--- config.mk ---
export PLATFORM = sky130hd
export DESIGN_NAME = mchp_host_port
export DESIGN_NICKNAME = d
export VERILOG_FILES = /design/src/core/mchp_pkg.sv /design/src/core/mchp_host_port.sv
export VERILOG_INCLUDE_DIRS = /design/src /design/src/core
export SDC_FILE = /design/constraint.sdc
export NUM_CORES = 1
export LEC_CHECK = 0
export BUFFER_PORTS_ARGS = -buffer_cell sky130_fd_sc_hd__buf_2
export CORE_AREA = 10 10 99 101
export DETAILED_ROUTE_END_ITERATION = 8
export DIE_AREA = 0 0 109 111
export MAX_ROUTING_LAYER = met4
export PLACE_DENSITY = 0.78
export SLEW_MARGIN = 20
export SYNTH_ARGS = -nofsm -noshare
export SYNTH_HDL_FRONTEND = slang
export SYNTH_SLANG_ARGS = --single-unit
--- constraint.sdc ---
create_clock -name ref_clk -period 1.9 [get_ports ref_clk]
set_input_delay 0.285 -clock ref_clk [delete_from_list [all_inputs] [get_ports ref_clk]]
set_output_delay 0.285 -clock ref_clk [all_outputs]
set_load 0.1 [all_outputs]
--- src/core/mchp_consts.svh ---
/*
  Constants of the host port: word addresses, status word layout, reset values, timing counts.
  Assumes it is included by bare name from the package and the host port module.
*/
`ifndef MCHP_CONSTS_SVH
`define MCHP_CONSTS_SVH

// ----------------------------------------------------------------------
// clock and timing
// ----------------------------------------------------------------------
`define MCHP_REF_CLK_HZ 250000000
`define MCHP_REF_CLK_NOMINAL_HZ 19660800
`define MCHP_PROC_CYCLES 4
`define MCHP_RESET_MIN_CYCLES 8

// ----------------------------------------------------------------------
// host bus styles, {host_style_sel_hi, host_style_sel_lo}
// ----------------------------------------------------------------------
`define MCHP_STYLE_RW_STROBE 2'h0
`define MCHP_STYLE_HIGH_WRITE 2'h1
`define MCHP_STYLE_READY 2'h2
`define MCHP_STYLE_BYTE 2'h3

// ----------------------------------------------------------------------
// word addresses, taken from addr[4:1]
// ----------------------------------------------------------------------
`define MCHP_WADDR_CMD_STATUS 4'h0
`define MCHP_WADDR_ERROR_CAUSE 4'h1
`define MCHP_WADDR_EVENT_CAUSE 4'h2
`define MCHP_WADDR_INT_MASK 4'h3

// ----------------------------------------------------------------------
// main status word bits
// ----------------------------------------------------------------------
`define MCHP_MSW_INT_BIT 0
`define MCHP_MSW_BUSY_BIT 1
`define MCHP_MSW_ERR_BIT 2
`define MCHP_MSW_EVT_BIT 3
`define MCHP_MSW_STYLE_LSB 4

// ----------------------------------------------------------------------
// reset values
// ----------------------------------------------------------------------
`define MCHP_INT_MASK_RST 16'h0000
`define MCHP_CMD_CODE_RST 16'h0000

`endif

--- src/core/mchp_pkg.sv ---
/*
  Types of the host port.
  Assumes the constants header sits beside it.
*/
package mchp_pkg;
  `include "mchp_consts.svh"

  typedef enum logic [1:0] {
    MCHP_IDLE,
    MCHP_PROC,
    MCHP_HOLD
  } mchp_state_t;

  typedef logic [1:0] mchp_style_t;
endpackage : mchp_pkg

--- src/core/mchp_host_port.sv ---
/*
  Parallel host port of a motion controller: strobe decode for four bus styles, command pacing,
  cause registers with masked interrupt request.
  Assumes all host pins are synchronous to ref_clk and the data pins are resolved outside.
*/
`timescale 1ns/1ps

`include "mchp_consts.svh"

// Operation
// - All timing is counted in cycles of the single reference clock.
// - Two strap inputs pick one of four bus styles that give the strobes and A0 their roles; wait behaves the same in all four.
// - Strobes are accepted only while cs_n is low and ignored while it is high.
// - int_n goes low on an enabled cause and is released when the cause words are read.
// - The present interrupt request level is a bit of the main status word.
// - A mask lets software keep int_n from being asserted.
// - Each command takes 4 clock cycles during which wait_request_n is low.
// - cmd_busy_n goes low on a taken write and high when its processing finishes.
// - A 16-bit bus uses all sixteen data lines, low byte on the low eight.
module mchp_host_port (
  input wire logic ref_clk,
  input wire logic rst_n,
  input wire logic host_style_sel_lo,
  input wire logic host_style_sel_hi,
  input wire logic cs_n,
  input wire logic rd_n,
  input wire logic wr_n,
  input wire logic [4:0] addr,
  input wire logic [15:0] data_in,
  output logic [15:0] data_out,
  output logic [1:0] data_oe,
  input wire logic [7:0] error_event,
  input wire logic [7:0] event_event,
  output logic int_n,
  output logic wait_request_n,
  output logic cmd_busy_n,
  output logic cmd_valid,
  output logic [15:0] cmd_code
);
  import mchp_pkg::*;

  // ----------------------------------------------------------------------
  // state
  // ----------------------------------------------------------------------
  mchp_state_t state_reg, state_next;
  logic [1:0] cnt_reg, cnt_next;
  mchp_style_t style_reg, style_next;
  logic wait_n_reg, wait_n_next;
  logic busy_n_reg, busy_n_next;
  logic int_n_reg, int_n_next;
  logic [7:0] err_reg, err_next;
  logic [7:0] evt_reg, evt_next;
  logic [15:0] mask_reg, mask_next;
  logic [15:0] dout_reg, dout_next;
  logic [1:0] oe_reg, oe_next;
  logic cmd_valid_reg, cmd_valid_next;
  logic [15:0] cmd_code_reg, cmd_code_next;

  logic rd_req, wr_req, byte_mode, take_rd, take_wr;
  logic [3:0] waddr;
  logic [15:0] status_word;

  function automatic logic [15:0] merge(input logic [15:0] cur, input logic [15:0] din,
                                        input logic bmode, input logic a0);
    logic [15:0] res;
    res = din;
    if (bmode)
    begin
      res = a0 ? {din[7:0], cur[7:0]} : {cur[15:8], din[7:0]};
    end
    return res;
  endfunction : merge

  // ----------------------------------------------------------------------
  // strobe decode per bus style
  // ----------------------------------------------------------------------
  always_comb
  begin
    byte_mode = (style_reg == `MCHP_STYLE_BYTE);
    waddr = addr[4:1];
    case (style_reg)
      `MCHP_STYLE_RW_STROBE:
      begin
        // rd_n carries read-not-write, wr_n is the data strobe
        rd_req = !wr_n && rd_n;
        wr_req = !wr_n && !rd_n;
      end
      default:
      begin
        rd_req = !rd_n && wr_n;
        wr_req = !wr_n && rd_n;
      end
    endcase
    take_rd = !cs_n && rd_req && (state_reg == MCHP_IDLE);
    take_wr = !cs_n && wr_req && (state_reg == MCHP_IDLE);
    status_word = 16'h0000;
    status_word[`MCHP_MSW_INT_BIT] = !int_n_reg;
    status_word[`MCHP_MSW_BUSY_BIT] = !busy_n_reg;
    status_word[`MCHP_MSW_ERR_BIT] = |err_reg;
    status_word[`MCHP_MSW_EVT_BIT] = |evt_reg;
    status_word[`MCHP_MSW_STYLE_LSB +: 2] = style_reg;
  end

  // ----------------------------------------------------------------------
  // next state
  // ----------------------------------------------------------------------
  always_comb
  begin
    state_next = state_reg;
    cnt_next = cnt_reg;
    style_next = style_reg;
    wait_n_next = wait_n_reg;
    busy_n_next = busy_n_reg;
    mask_next = mask_reg;
    dout_next = dout_reg;
    oe_next = oe_reg;
    cmd_valid_next = 1'b0;
    cmd_code_next = cmd_code_reg;
    case (state_reg)
      MCHP_IDLE:
      begin
        if (take_rd || take_wr)
        begin
          state_next = MCHP_PROC;
          cnt_next = 2'h0;
          wait_n_next = 1'b0;
          busy_n_next = !take_wr;
        end
        if (take_rd)
        begin
          case (waddr)
            `MCHP_WADDR_CMD_STATUS: dout_next = status_word;
            `MCHP_WADDR_ERROR_CAUSE: dout_next = {8'h00, err_reg};
            `MCHP_WADDR_EVENT_CAUSE: dout_next = {8'h00, evt_reg};
            `MCHP_WADDR_INT_MASK: dout_next = mask_reg;
            default: dout_next = 16'h0000;
          endcase
          if (byte_mode && addr[0])
          begin
            dout_next = {8'h00, dout_next[15:8]};
          end
          oe_next = byte_mode ? 2'h1 : 2'h3;
        end
        if (take_wr)
        begin
          case (waddr)
            `MCHP_WADDR_CMD_STATUS:
            begin
              cmd_code_next = merge(cmd_code_reg, data_in, byte_mode, addr[0]);
              cmd_valid_next = !byte_mode || addr[0];
            end
            `MCHP_WADDR_INT_MASK: mask_next = merge(mask_reg, data_in, byte_mode, addr[0]);
            default: mask_next = mask_reg;
          endcase
        end
      end
      MCHP_PROC:
      begin
        cnt_next = cnt_reg + 2'h1;
        if (cnt_reg == 2'(`MCHP_PROC_CYCLES - 1))
        begin
          state_next = MCHP_HOLD;
          wait_n_next = 1'b1;
          busy_n_next = 1'b1;
        end
      end
      MCHP_HOLD:
      begin
        // the strobe must drop or cs_n rise before the next access is taken
        if (cs_n || !(rd_req || wr_req))
        begin
          state_next = MCHP_IDLE;
          oe_next = 2'h0;
        end
      end
      default: state_next = MCHP_IDLE;
    endcase
  end

  // ----------------------------------------------------------------------
  // cause registers and interrupt request, a new event wins over the read clear
  // ----------------------------------------------------------------------
  always_comb
  begin
    err_next = err_reg;
    evt_next = evt_reg;
    if (take_rd && waddr == `MCHP_WADDR_ERROR_CAUSE)
    begin
      err_next = 8'h00;
    end
    if (take_rd && waddr == `MCHP_WADDR_EVENT_CAUSE)
    begin
      evt_next = 8'h00;
    end
    err_next = err_next | error_event;
    evt_next = evt_next | event_event;
    int_n_next = !(|((err_reg & mask_reg[7:0]) | (evt_reg & mask_reg[15:8])));
  end

  always_ff @(posedge ref_clk)
  begin
    if (!rst_n)
    begin
      state_reg <= MCHP_IDLE;
      cnt_reg <= 2'h0;
      style_reg <= {host_style_sel_hi, host_style_sel_lo};
      wait_n_reg <= 1'b1;
      busy_n_reg <= 1'b1;
      int_n_reg <= 1'b1;
      err_reg <= 8'h00;
      evt_reg <= 8'h00;
      mask_reg <= `MCHP_INT_MASK_RST;
      dout_reg <= 16'h0000;
      oe_reg <= 2'h0;
      cmd_valid_reg <= 1'b0;
      cmd_code_reg <= `MCHP_CMD_CODE_RST;
    end
    else
    begin
      state_reg <= state_next;
      cnt_reg <= cnt_next;
      style_reg <= style_next;
      wait_n_reg <= wait_n_next;
      busy_n_reg <= busy_n_next;
      int_n_reg <= int_n_next;
      err_reg <= err_next;
      evt_reg <= evt_next;
      mask_reg <= mask_next;
      dout_reg <= dout_next;
      oe_reg <= oe_next;
      cmd_valid_reg <= cmd_valid_next;
      cmd_code_reg <= cmd_code_next;
    end
  end

  assign data_out = dout_reg;
  assign data_oe = oe_reg;
  assign int_n = int_n_reg;
  assign wait_request_n = wait_n_reg;
  assign cmd_busy_n = busy_n_reg;
  assign cmd_valid = cmd_valid_reg;
  assign cmd_code = cmd_code_reg;
endmodule : mchp_host_port

# Yosys cells after proc, flatten, opt, wreduce, memory -nomap -nowiden
# Cells that the tools add are included.
# word_totals
output_inout_bits,38
register_bits,76
input_bits,44
elab_cells,97
# classes
n_eq_ne,13
n_bitwise,5
n_reduce_logical,41
mux,22
add_sub_neg,1
# ops
operator,n
16-bit case mux with 4 select lines,1
16-bit two-way mux,3
8-bit OR,3
8-bit OR reduction,3
4-bit AND reduction,5
8-bit bitwise AND,2
8-bit two-way mux,2
2-bit two-way mux,6
1-bit logical AND,10
"2-bit != test, second input constant",5
1-bit zero test,9
3-bit AND reduction,3
"4-bit by 2-bit == test with 1-bit output, second input constant",2
2-bit case mux with 2 select lines,2
"2-bit == test, second input constant",3
2-bit case mux with 3 select lines,1
1-bit two-way mux,5
"4-bit by 1-bit == test with 1-bit output, second input constant",1
2-bit zero test,2
4-bit zero test,1
1-bit logical OR,4
1-bit case mux with 2 select lines,2
2-bit AND reduction,2
2-bit nonzero test,2
other kinds (3),3

# Depth between registers and ports, before layout
# Gate-level depths: netlist of the first run.
# logic_depth
ltp_word,8
ltp_mapped,6
ltp_nobuf,5

# Worst setup path after synthesis of the first run
# Ideal clock, no wire load.
# synth_path
path_type,register to register
startpoint,register style_reg[1] (netlist: style_next[1])
endpoint,register dout_reg[5] (netlist: data_out[5])
slack_ns,0.069
t_arrival_ns,1.711
stages_incl_launch_ff,7
t_required_ns,1.781
n_path_buf,2
cell_sequence,edfxtp_1 -> buf_6 -> or4b_1 -> a21boi_4 -> buf_6 -> a211o_1 -> o221a_1
# synth_between
elab_chain_len,5
elab_cells_between_ends,9
classes_between,eq/ne: 1; mux: 3; reduce/logical: 5
# synth_rtl
item,line,source
start: declaration,mchp_host_port.sv:47,"mchp_style_t style_reg, style_next;"
start signal: assignment,mchp_host_port.sv:206,"style_reg <= {host_style_sel_hi, host_style_sel_lo};"
start signal: assignment,mchp_host_port.sv:222,style_reg <= style_next;
2-bit zero test,mchp_host_port.sv:81,case (style_reg)
1-bit two-way mux,mchp_host_port.sv:81,
1-bit logical AND (2 in a row),mchp_host_port.sv:94,take_rd = !cs_n && rd_req && (state_reg == MCHP_IDLE);
2-bit AND reduction (no line),n/a,
end signal: assignment,mchp_host_port.sv:229,dout_reg <= dout_next;
end: declaration,mchp_host_port.sv:54,"logic [15:0] dout_reg, dout_next;"
# Several ways; a longest one is shown, not always the timed one.
# A chain may end at the register's enable or synchronous reset.

# Worst setup path in the final report of the first run
# layout_path
startpoint,register style_reg[1] (netlist: style_next[1])
endpoint,register evt_reg[1]
# layout_between
elab_chain_len,7
# layout_rtl
item,line,source
2-bit zero test,mchp_host_port.sv:81,
1-bit two-way mux,mchp_host_port.sv:81,
1-bit logical AND (2 in a row),mchp_host_port.sv:94,
1-bit logical AND (no line),n/a,
8-bit two-way mux,mchp_host_port.sv:191,if (take_rd && waddr == `MCHP_WADDR_EVENT_CAUSE)
8-bit OR,mchp_host_port.sv:196,evt_next = evt_next | event_event;
end signal: assignment,mchp_host_port.sv:227,evt_reg <= evt_next;
end: declaration,mchp_host_port.sv:52,"logic [7:0] evt_reg, evt_next;"
# No other way between the ends.

==> flow_metrics.tcl, run 1 <==
set metrics [dict create \
    outcome "finished with violations" \
    violations "negative setup slack" \
    finalNetCount 501 \
    cts_tree "yes" \
    synthDistinctLibCells 53 \
    share_of_cells_above_drive_strength_1_pct 28.2 \
    timing.max_cap.violations 0 \
    cts_buffers 9 \
    criticalPathCategory "register to register" \
    syn_to_final_growth_pct 24.4 \
    antenna_violating_nets_left 0 \
    clock-root-buffer "sky130_fd_sc_hd__clkbuf_8" \
    p_per_area_nw_per_um2 911 \
    worst_slack_ns -0.00633 \
    period_minus_slack_ns 1.91 \
    detail_route.drc_violations 0 \
    grt_pass1_vias 3374 \
    insertedDiodeCount 0 \
    yosys_register_bits 76 \
    relSlewSlack_pct 53.8 \
    buffer_ports.inserted 81 \
    design_area_sq_um 4290 \
    reg2regPathDepth 4 \
    worst_clock_skew_ns 0.00923 \
    grt_start_max_net_pins 71 \
    firstDrtPassIters 5 \
    die_y_um 111 \
    register_area_sq_um 1540 \
    core_area_sq_um 7970 \
    synth_top_flop_cell "sky130_fd_sc_hd__dfxtp_1" \
    initial_core_util_pct 43.3 \
    boundaryPins 82 \
    gpl.final_weighted_congestion 0.919 \
    total_global_routing_overflow 0 \
    grt_first_pass_wirelength_um 17200 \
    net_count_after_synthesis 421 \
    mappedNetlistArea_sq_um 3450 \
    setup_total_negative_slack_ns -0.00633 \
    critPathMaxFanout 8 \
    hold_path_depth 1 \
    setup-violations-final 1 \
    fillers 748 \
    max_vdd_drop_mv 0.472 \
    drt-vias-per-instance 5.87 \
    post_synth_inst_count 376 \
    post-route-period-util_pct 100 \
    cts_buffer_depth 2 \
    synth_sequential_area_ratio_pct 44.7 \
    rsz0062_at_grt "yes" \
    endpoint_kind "register" \
    most_common_library_cell_in_the_layout_ignoring_fill_and_taps "sky130_fd_sc_hd__buf_2" \
    count_of_endpoints_failing_hold_in_the_final_timing_report 0 \
    reg_to_reg_endpoint "evt_reg[1]" \
    path_clk_slew_ns 0.08 \
    p_total_w 0.00391 \
    fmax_mhz 525 \
    timing.rr.start "style_next[1]" \
    timing.final.max_slew_violations 0 \
    worstSkewPairLatency_ns 0.36 \
    floorplan.rows 33 \
    most_frequent_cells_in_the_layout "81 x sky130_fd_sc_hd__buf_2, 74 x sky130_fd_sc_hd__dfxtp_1, 53 x sky130_fd_sc_hd__nand2_1" \
    dpl.hpwl_um 7920 \
    min_path_type "primary input to register" \
    ctsHoldBuffers 0 \
    wl_per_cell_um 18.9 \
    synth_enable_flop_cells 2 \
    multiInputGateArea_sq_um 1770 \
    placed_area_sq_um 4010 \
    design.die.area_sq_um 12100 \
    via_count 3323 \
    die_w_um 109 \
    detail_route.iter0.violations 275 \
    cts.htree.levels 3 \
    cp.arrival_ns 2.16 \
    routed_wl_um 10700 \
    leak_pwr_nw 1.83 \
    hold_end "style_next[1]" \
    worst_pin_slew_ns 0.693 \
    ys.warnings.count 0 \
    cts_num_sinks 76 \
    track_usage_pct 18.3 \
    ff2ff_setup_slack_ns -0.006 \
    worstHoldStart "host_style_sel_hi" \
    synth.avg_cell_area_sq_um 9.17 \
    timing.critical_path.from_type "register" \
    place_worst_setup_slack_ns 0.0563 \
    async_flop_share_pct 0 \
    antenna_found_initial 0 \
    worstPathRequired_ns 2.15 \
]
==> repair_timing <==
item | in CTS | in global routing
setup endpoints to repair | 0 | 35
gates resized for setup | 0 | 4
buffers inserted | 0 | 0
==> report_power, final <==
group          switching (W)  internal (W)  total [W]
sequential         0.0000624       0.00166    0.00172
clock               0.000630       0.00102    0.00165
combinational       0.000362      0.000180   0.000542
==> synth_stat cells (all sizes together), types with 4 or more instances <==
| cell type | number | area, sq um |
|---|---|---|
| a21oi | 20 | 100 |
| nor3 | 9 | 45.0 |
| a211o | 4 | 35.0 |
| and2 | 7 | 43.8 |
| nand4 | 8 | 50.1 |
| a21o | 10 | 75.1 |
| nand3 | 22 | 110 |
| o21ai | 22 | 110 |
| a22oi | 6 | 45.0 |
| nand2 | 53 | 199 |
| nor2 | 7 | 28.8 |
| nor2b | 5 | 31.3 |
| o221a | 4 | 45.0 |
| dfxtp | 74 | 1480 |
| a22o | 20 | 175 |
| mux2i | 26 | 260 |
| buf | 10 | 62.6 |
| clkbuf | 20 | 75.1 |
==> worst max-delay path by stage <==
stage                   to  slack, ns     startpoint  cells after the start
2_1_floorplan  data_out[5]       0.07  style_next[1]                      6
3_3_place_gp    err_reg[2]       0.13           wr_n                      5
3_5_place_dp    evt_reg[6]       0.06           wr_n                      5
4_1_cts         evt_reg[1]       0.03  style_next[0]                      4
5_1_grt         evt_reg[1]      -0.09  style_next[1]                      4
6_report        evt_reg[1]     -0.006  style_next[1]                      4
==> critical path, stage by stage (launching register included) <==
cell                       delay [ns]
sky130_fd_sc_hd__edfxtp_1        0.40
sky130_fd_sc_hd__or4b_1          0.56
sky130_fd_sc_hd__a21bo_2         0.28
sky130_fd_sc_hd__a41oi_2         0.28
sky130_fd_sc_hd__a22o_1          0.28
==> per-stage QoR <==
step	hold WS [ns]	instances	utilization, %
finish	0.123	566	53.8
detailed placement	0.445	550	50.3
global placement	0.443	550	50.3
CTS	0.113	566	53.7
floorplan	0.384	376	-
global route	0.111	566	53.8
==> routing by layer <==
layer | global-route usage [%] | up-vias | part of all wire, % | routed length (um)
met4 | 7.39 | 0 | 2.4 | 256
li1 | - | 1570 | - | -
met3 | 4.07 | 21 | 8.1 | 862
met2 | 27.8 | 166 | 46 | 4950
met5 | - | - | 0 | 0
met1 | 22.8 | 1566 | 43 | 4610
==> area by class of cell <==
type,count,area share (%)
Sequential cell,76,35.9
Tap cell,105,3.06
Clock buffer,9,2.89
Timing Repair Buffer,99,13.2
Multi-Input combinational cell,268,41.4
Inverter,2,0.175
Clock inverter,7,3.41
==> cell families (layout without fill, tap and decap cells) <==
kind of cell               count (synthesis)  count (layout)  synth area share (%)
AOI/OAI and AO/OA                        116             116                  25.2
adders and majority gates                  1               1                 0.363
buffers and inverters                     32             117                  4.21
muxes                                     29              29                  8.52
DFF                                       76              76                  44.7
and+or+nand+nor                          121             121                  16.8
xor gates and xnor gates                   1               1                 0.254
Note: power is estimated with default switching activity, not from simulation.
==> run 2: changes to the inputs <==
ABC_AREA = 1   (was default)
CORE_AREA = 10 10 104 106   (was 10 10 99 101)
DIE_AREA = 0 0 114 116   (was 0 0 109 111)
SETUP_SLACK_MARGIN = 0.02   (was default)
==> flow_metrics.tcl, run 2 <==
set metrics [dict create \
    outcome "finished clean" \
    critPathMaxFanout 13 \
    final-instance-count-excl-fill 763 \
    firstDrtPassIters 6 \
    timing.rr.start "style_next[1]" \
    mappedNetlistArea_sq_um 3890 \
    async_flop_share_pct 0 \
    synth_sequential_area_ratio_pct 39.6 \
    synth.avg_cell_area_sq_um 6.80 \
    die_w_um 114 \
    p_switching_w 0.00131 \
    detail_route.iter0.violations 282 \
    power.internal_w 0.00239 \
    largest_cells_by_area_after_synthesis "sky130_fd_sc_hd__dfxtp_1 38%, sky130_fd_sc_hd__nand2_1 12%, sky130_fd_sc_hd__inv_1 10%" \
    gpl.final_weighted_congestion 0.938 \
    pwr-share-seq_pct 46.9 \
    sw_frac_of_total_pct 35.3 \
    crit_top_cell "sky130_fd_sc_hd__nand2_1" \
    fillers 880 \
    p_per_area_nw_per_um2 809 \
    dp_cells 747 \
    grt_start_max_net_pins 44 \
    finalNetCount 695 \
    grt_first_pass_wirelength_um 17900 \
    synthDistinctLibCells 33 \
    worstHoldStart "host_style_sel_hi" \
    count_of_buffers_added_by_post_cts_timing_repair_for_setup 0 \
    buffer_ports.inserted 81 \
    most_common_library_cell_in_the_layout_ignoring_fill_and_taps "sky130_fd_sc_hd__nand2_1" \
    worstPathBufferInverterCount 2 \
    core_area_sq_um 8680 \
    reg_to_reg_endpoint "mask_reg[7]" \
    place_worst_setup_slack_ns 0.113 \
    net_count_after_synthesis 617 \
    min_path_type "primary input to register" \
    count_of_endpoints_failing_hold_in_the_final_timing_report 0 \
    criticalPathCategory "register to register" \
    post_synth_inst_count 572 \
    period_minus_slack_ns 1.71 \
    routed_wl_um 10900 \
    library_cell_with_the_highest_instance_count_after_synthesis "sky130_fd_sc_hd__nand2_1" \
    synthDominantAreaCellType "sky130_fd_sc_hd__dfxtp_1" \
    hold_end "style_next[1]" \
    cts_num_sinks 76 \
    post-route-period-util_pct 90.1 \
    yosys_register_bits 76 \
    boundaryPins 82 \
    floorplan.rows 34 \
    die_y_um 116 \
    detail_route.drc_violations 0 \
    ys.warnings.count 0 \
    worst_clock_skew_ns 0.0147 \
    via_count 3871 \
    share_of_cells_above_drive_strength_1_pct 19.5 \
    power.share.clock_pct 31.1 \
    initial_core_util_pct 44.8 \
    syn_to_final_growth_pct 17.7 \
    antenna_found_initial 0 \
    crit_path_max_incr_delay_ns 0.51 \
    fmax_mhz 584 \
    timing.max_cap.violations 0 \
    path_cells "inv_1 -> nand2_1 -> nand2_1 -> nand4_1 -> nor2_2 -> buf_4 -> nand3_1 -> nand2_1 -> nor2_1" \
    worstSkewPairLatency_ns 0.36 \
    endpoint_kind "register" \
    reg2regPathDepth 9 \
    insertedDiodeCount 0 \
    dpl.hpwl_um 8340 \
    setup-violations-final 0 \
    synth_enable_flop_cells 2 \
    path_clk_slew_ns 0.07 \
    relSlewSlack_pct 67.0 \
    synth_top_flop_cell "sky130_fd_sc_hd__dfxtp_1" \
    worst_pin_slew_ns 0.499 \
    p_comb_share_pct 22.0 \
    critical_path.slowest_cell "sky130_fd_sc_hd__edfxtp_1" \
    hold_path_depth 1 \
    design.die.area_sq_um 13200 \
    timing.critical_path.max_delay_family "simple AND/OR/NAND/NOR gates" \
    most_frequent_cells_in_the_layout "124 x sky130_fd_sc_hd__nand2_1, 105 x sky130_fd_sc_hd__inv_1, 81 x sky130_fd_sc_hd__buf_2" \
    synth.top_cell.area_share_pct 38.1 \
    max_vdd_drop_mv 0.362 \
    timing.final.max_slew_violations 0 \
    grt_pass1_vias 3695 \
    antenna_violating_nets_left 0 \
    fin_hold_ws_ns 0.125 \
    rsz0062_at_grt "no" \
    worst_slack_ns 0.188 \
    clock-root-buffer "sky130_fd_sc_hd__clkbuf_8" \
    ff2ff_setup_slack_ns 0.19 \
    drt-vias-per-instance 5.07 \
    total_global_routing_overflow 0 \
    leak_pwr_nw 2.24 \
    cts_buffers 9 \
    cts.htree.levels 3 \
    setup_total_negative_slack_ns 0 \
    synth.top_cells.by_count "124 x sky130_fd_sc_hd__nand2_1, 105 x sky130_fd_sc_hd__inv_1, 78 x sky130_fd_sc_hd__nor2_1" \
    cp.arrival_ns 1.96 \
    wl_per_cell_um 14.3 \
    track_usage_pct 16.9 \
    cts_tree "yes" \
    timing.critical_path.from_type "register" \
    cts_buffer_depth 2 \
    worstPathRequired_ns 2.15 \
]
==> run 2: changes by cell type after synthesis, moves of 8 or more <==
cell	before	now
sky130_fd_sc_hd__a21oi_1	20	30
sky130_fd_sc_hd__inv_1	2	105
sky130_fd_sc_hd__nor2_1	6	78
sky130_fd_sc_hd__mux2i_1	26	0
sky130_fd_sc_hd__nand2_1	53	124
sky130_fd_sc_hd__a21o_1	10	0
sky130_fd_sc_hd__clkbuf_1	20	9
sky130_fd_sc_hd__a21boi_0	0	8
sky130_fd_sc_hd__nand4_1	8	26
sky130_fd_sc_hd__nand3_1	22	35
sky130_fd_sc_hd__a22o_1	20	0
==> run 2: repair_timing <==
action | 4_1_cts | 5_1_grt
endpoints found under the hold margin | 0 | 0
hold buffers | 0 | 0
resized for setup | 0 | 5
endpoints found under the setup margin | 0 | 16
==> run 2: power groups by stage <==
stage               clock network (W)  logic, W  registers [W]
global placement                    0  0.000800        0.00177
floorplan                           0  0.000337        0.00206
CTS                           0.00118  0.000812        0.00174
global route                  0.00125  0.000878        0.00175
finish                        0.00115  0.000813        0.00174
detailed placement                  0  0.000809        0.00177
==> run 2: worst max-delay path by stage <==
stage | from | endpoint | slack [ns] | cells after the start
2_1_floorplan | cmd_busy_n | data_out[1] | 0.36 | 5
3_3_place_gp | style_next[0] | cmd_code[6] | 0.17 | 7
4_1_cts | style_next[0] | cmd_code[3] | 0.10 | 7
3_5_place_dp | style_next[0] | cmd_code[3] | 0.11 | 7
5_1_grt | style_next[1] | mask_reg[13] | 0.06 | 10
6_report | style_next[1] | mask_reg[7] | 0.19 | 9
==> run 2: metal layers <==
layer  share of wire (%)  track usage (%)  vias up
met5                   0                -        -
met2                  48             26.6      135
met1                  44             21.4     1762
met3                 6.8             4.13       13
met4                 1.2             4.26        0
li1                    -                -     1961
==> run 2: worst reg2reg max path, cell delays in order (launching register included) <==
cell,delay (ns)
sky130_fd_sc_hd__edfxtp_1,0.51
sky130_fd_sc_hd__inv_1,0.09
sky130_fd_sc_hd__nand2_1,0.06
sky130_fd_sc_hd__nand2_1,0.11
sky130_fd_sc_hd__nand4_1,0.20
sky130_fd_sc_hd__nor2_2,0.20
sky130_fd_sc_hd__buf_4,0.20
sky130_fd_sc_hd__nand3_1,0.11
sky130_fd_sc_hd__nand2_1,0.08
sky130_fd_sc_hd__nor2_1,0.05
==> run 2: kinds of logic (layout without fill, tap and decap cells) <==
| group | count (synthesis) | in the layout | share of synthesized area (%) |
|---|---|---|---|
| AO/OA/AOI/OAI | 78 | 78 | 12.3 |
| AND/OR/NAND/NOR | 287 | 287 | 33.9 |
| buffers and inverters | 130 | 213 | 13.9 |
| flip-flops | 76 | 76 | 39.6 |
| adder cells (fa/ha/maj) | 1 | 1 | 0.322 |
==> run 2: stage by stage <==
| stage | power [W] | util (%) | cell area [sq um] |
|---|---|---|---|
| final | 0.00370 | 52.7 | 4580 |
| after global routing | 0.00388 | 52.7 | 4580 |
| after CTS | 0.00373 | 52.6 | 4560 |
| after detailed placement | 0.00258 | 50.5 | 4380 |
| after global placement | 0.00257 | 50.5 | 4380 |
| after floorplan | 0.00240 | - | 3890 |
==> run 2: area by class of cell <==
type	count	area (sq um)	share of cell area, %
sequential	76	1540	33.7
tap	108	135	2.95
clock inverter	4	31.3	0.683
clock buffer	12	145	3.17
multi-input combinational	366	1820	39.7
timing repair buffer	90	502	11.0
inverter	107	404	8.83
==> run 3: changes to the inputs <==
BUFFER_PORTS_ARGS = default   (was -buffer_cell sky130_fd_sc_hd__buf_2)
DONT_BUFFER_PORTS = 1   (was default)
PLACE_DENSITY = 0.69   (was 0.78)
==> flow_metrics.tcl, run 3 (synthesis results as in run 2) <==
set metrics [dict create \
    antenna_found_initial 2 \
    timing.critical_path.from_type "register" \
    finalNetCount 653 \
    wl_per_cell_um 14.9 \
    floorplan.rows 34 \
    design.die.area_sq_um 13200 \
    initial_core_util_pct 44.8 \
    timing.max_cap.violations 0 \
    antenna_violating_nets_left 0 \
    buffer_ports.inserted 0 \
    gpl.final_weighted_congestion 1.00 \
    firstDrtPassIters 6 \
    path_clk_slew_ns 0.08 \
    grt_pass1_vias 3508 \
    detail_route.iter0.violations 402 \
    outcome "finished clean" \
    dp_cells 703 \
    critPathMaxFanout 25 \
    period_minus_slack_ns 1.78 \
    total_global_routing_overflow 0 \
    ff2ff_setup_slack_ns 0.12 \
    track_usage_pct 16.6 \
    max_vdd_drop_mv 0.382 \
    worst_clock_skew_ns 0.0125 \
    die_y_um 116 \
    cts.htree.levels 3 \
    worstSkewPairLatency_ns 0.36 \
    cts_tree "yes" \
    routed_wl_um 10800 \
    count_of_endpoints_failing_hold_in_the_final_timing_report 0 \
    fin_hold_ws_ns 0.0185 \
    final-instance-count-excl-fill 723 \
    via_count 3680 \
    dpl.hpwl_um 8370 \
    most_common_library_cell_in_the_layout_ignoring_fill_and_taps "sky130_fd_sc_hd__nand2_1" \
    grt_start_max_net_pins 45 \
    core_area_sq_um 8680 \
    drt-vias-per-instance 5.09 \
    timing.final.max_slew_violations 0 \
    detail_route.drc_violations 0 \
    design_area_sq_um 4460 \
    leak_pwr_nw 2.08 \
    rsz0062_at_grt "yes" \
    worst_pin_slew_ns 0.495 \
    placed_area_sq_um 4260 \
    cp.arrival_ns 2.07 \
    cts_buffers 9 \
    worstPathRequired_ns 2.19 \
    cts_num_sinks 76 \
    layout.core_utilization_pct 51.4 \
    syn_to_final_growth_pct 14.6 \
    fmax_mhz 562 \
    fillers 902 \
    share_of_cells_above_drive_strength_1_pct 13.7 \
    min_path_type "primary input to register" \
    die_w_um 114 \
    post-route-period-util_pct 93.7 \
    criticalPathCategory "register to register" \
    p_per_area_nw_per_um2 819 \
    clock-root-buffer "sky130_fd_sc_hd__clkbuf_8" \
    cts_buffer_depth 2 \
    most_frequent_cells_in_the_layout "124 x sky130_fd_sc_hd__nand2_1, 105 x sky130_fd_sc_hd__inv_1, 78 x sky130_fd_sc_hd__nor2_1" \
    endpoint_kind "register" \
    boundaryPins 82 \
    setup-violations-final 0 \
    grt_first_pass_wirelength_um 17200 \
    relSlewSlack_pct 67.0 \
]
-- run 3: cell count changes in the layout (fill, tap and decap cells not counted), moves of 2 or more --
cell	before	now
sky130_fd_sc_hd__buf_4	6	45
sky130_fd_sc_hd__clkinv_2	0	3
sky130_fd_sc_hd__inv_6	2	0
sky130_fd_sc_hd__nand3_2	4	2
sky130_fd_sc_hd__nand3_1	33	35
sky130_fd_sc_hd__buf_2	81	0
sky130_fd_sc_hd__diode_2	0	2
-- run 3: what timing repair did --
item	4_1_cts	5_1_grt
endpoints found under the setup margin	0	22
setup buffers	0	2
resized for setup	0	1
hold buffers	0	0
-- run 3: power by group --
part | leakage [nW] | switching (W) | internal, W
combinational | 1.36 | 0.000589 | 0.000189
clock | 0.0956 | 0.000593 | 0.000549
sequential | 0.625 | 0.0000527 | 0.00168
-- run 3: worst max-delay path: stages (launching register included) --
cell	delay (ns)
sky130_fd_sc_hd__edfxtp_1	0.50
sky130_fd_sc_hd__nand2_4	0.19
sky130_fd_sc_hd__nor2_8	0.07
sky130_fd_sc_hd__inv_2	0.32
sky130_fd_sc_hd__nand3_1	0.35
sky130_fd_sc_hd__nand2_1	0.14
sky130_fd_sc_hd__inv_1	0.04
sky130_fd_sc_hd__nor2_1	0.10
-- run 3: worst paths after layout --
check / startpoint / endpoint / cells after the start
worst min register to register: data_oe[0] / data_oe[0] / 2
worst min-delay path: rst_n / int_n / 1
worst max-delay path: style_next[1] / cmd_code[1] / 7
worst max register to register: style_next[1] / cmd_code[1] / 7
-- run 3: layout make-up --
class	count	area, sq um	area share, %
Timing Repair Buffer	48	389	8.73
Sequential cell	76	1540	34.6
Clock buffer	12	156	3.51
Tap cell	108	135	3.03
Multi-Input combinational cell	366	1810	40.6
Inverter	107	402	9.01
Clock inverter	4	21.3	0.477
Antenna cell	2	5.00	0.112
-- run 3: metrics by stage --
step	setup WS, ns	TNS (ns)	power, W
after detailed placement	0.135	0	0.00254
after CTS	0.117	0	0.00367
final	0.120	0	0.00365
after floorplan	0.362	0	0.00240
after global routing	-0.0453	-0.175	0.00382
after global placement	0.212	0	0.00252
-- run 3: metal layers --
metal  vias up  global-route usage, %  wire length (um)
met3        22                   4.91               820
met4         0                   5.68               208
met1      1632                   19.6              4730
met2       148                   26.5              5030
met5         -                      -                 0
li1       1878                      -                 -
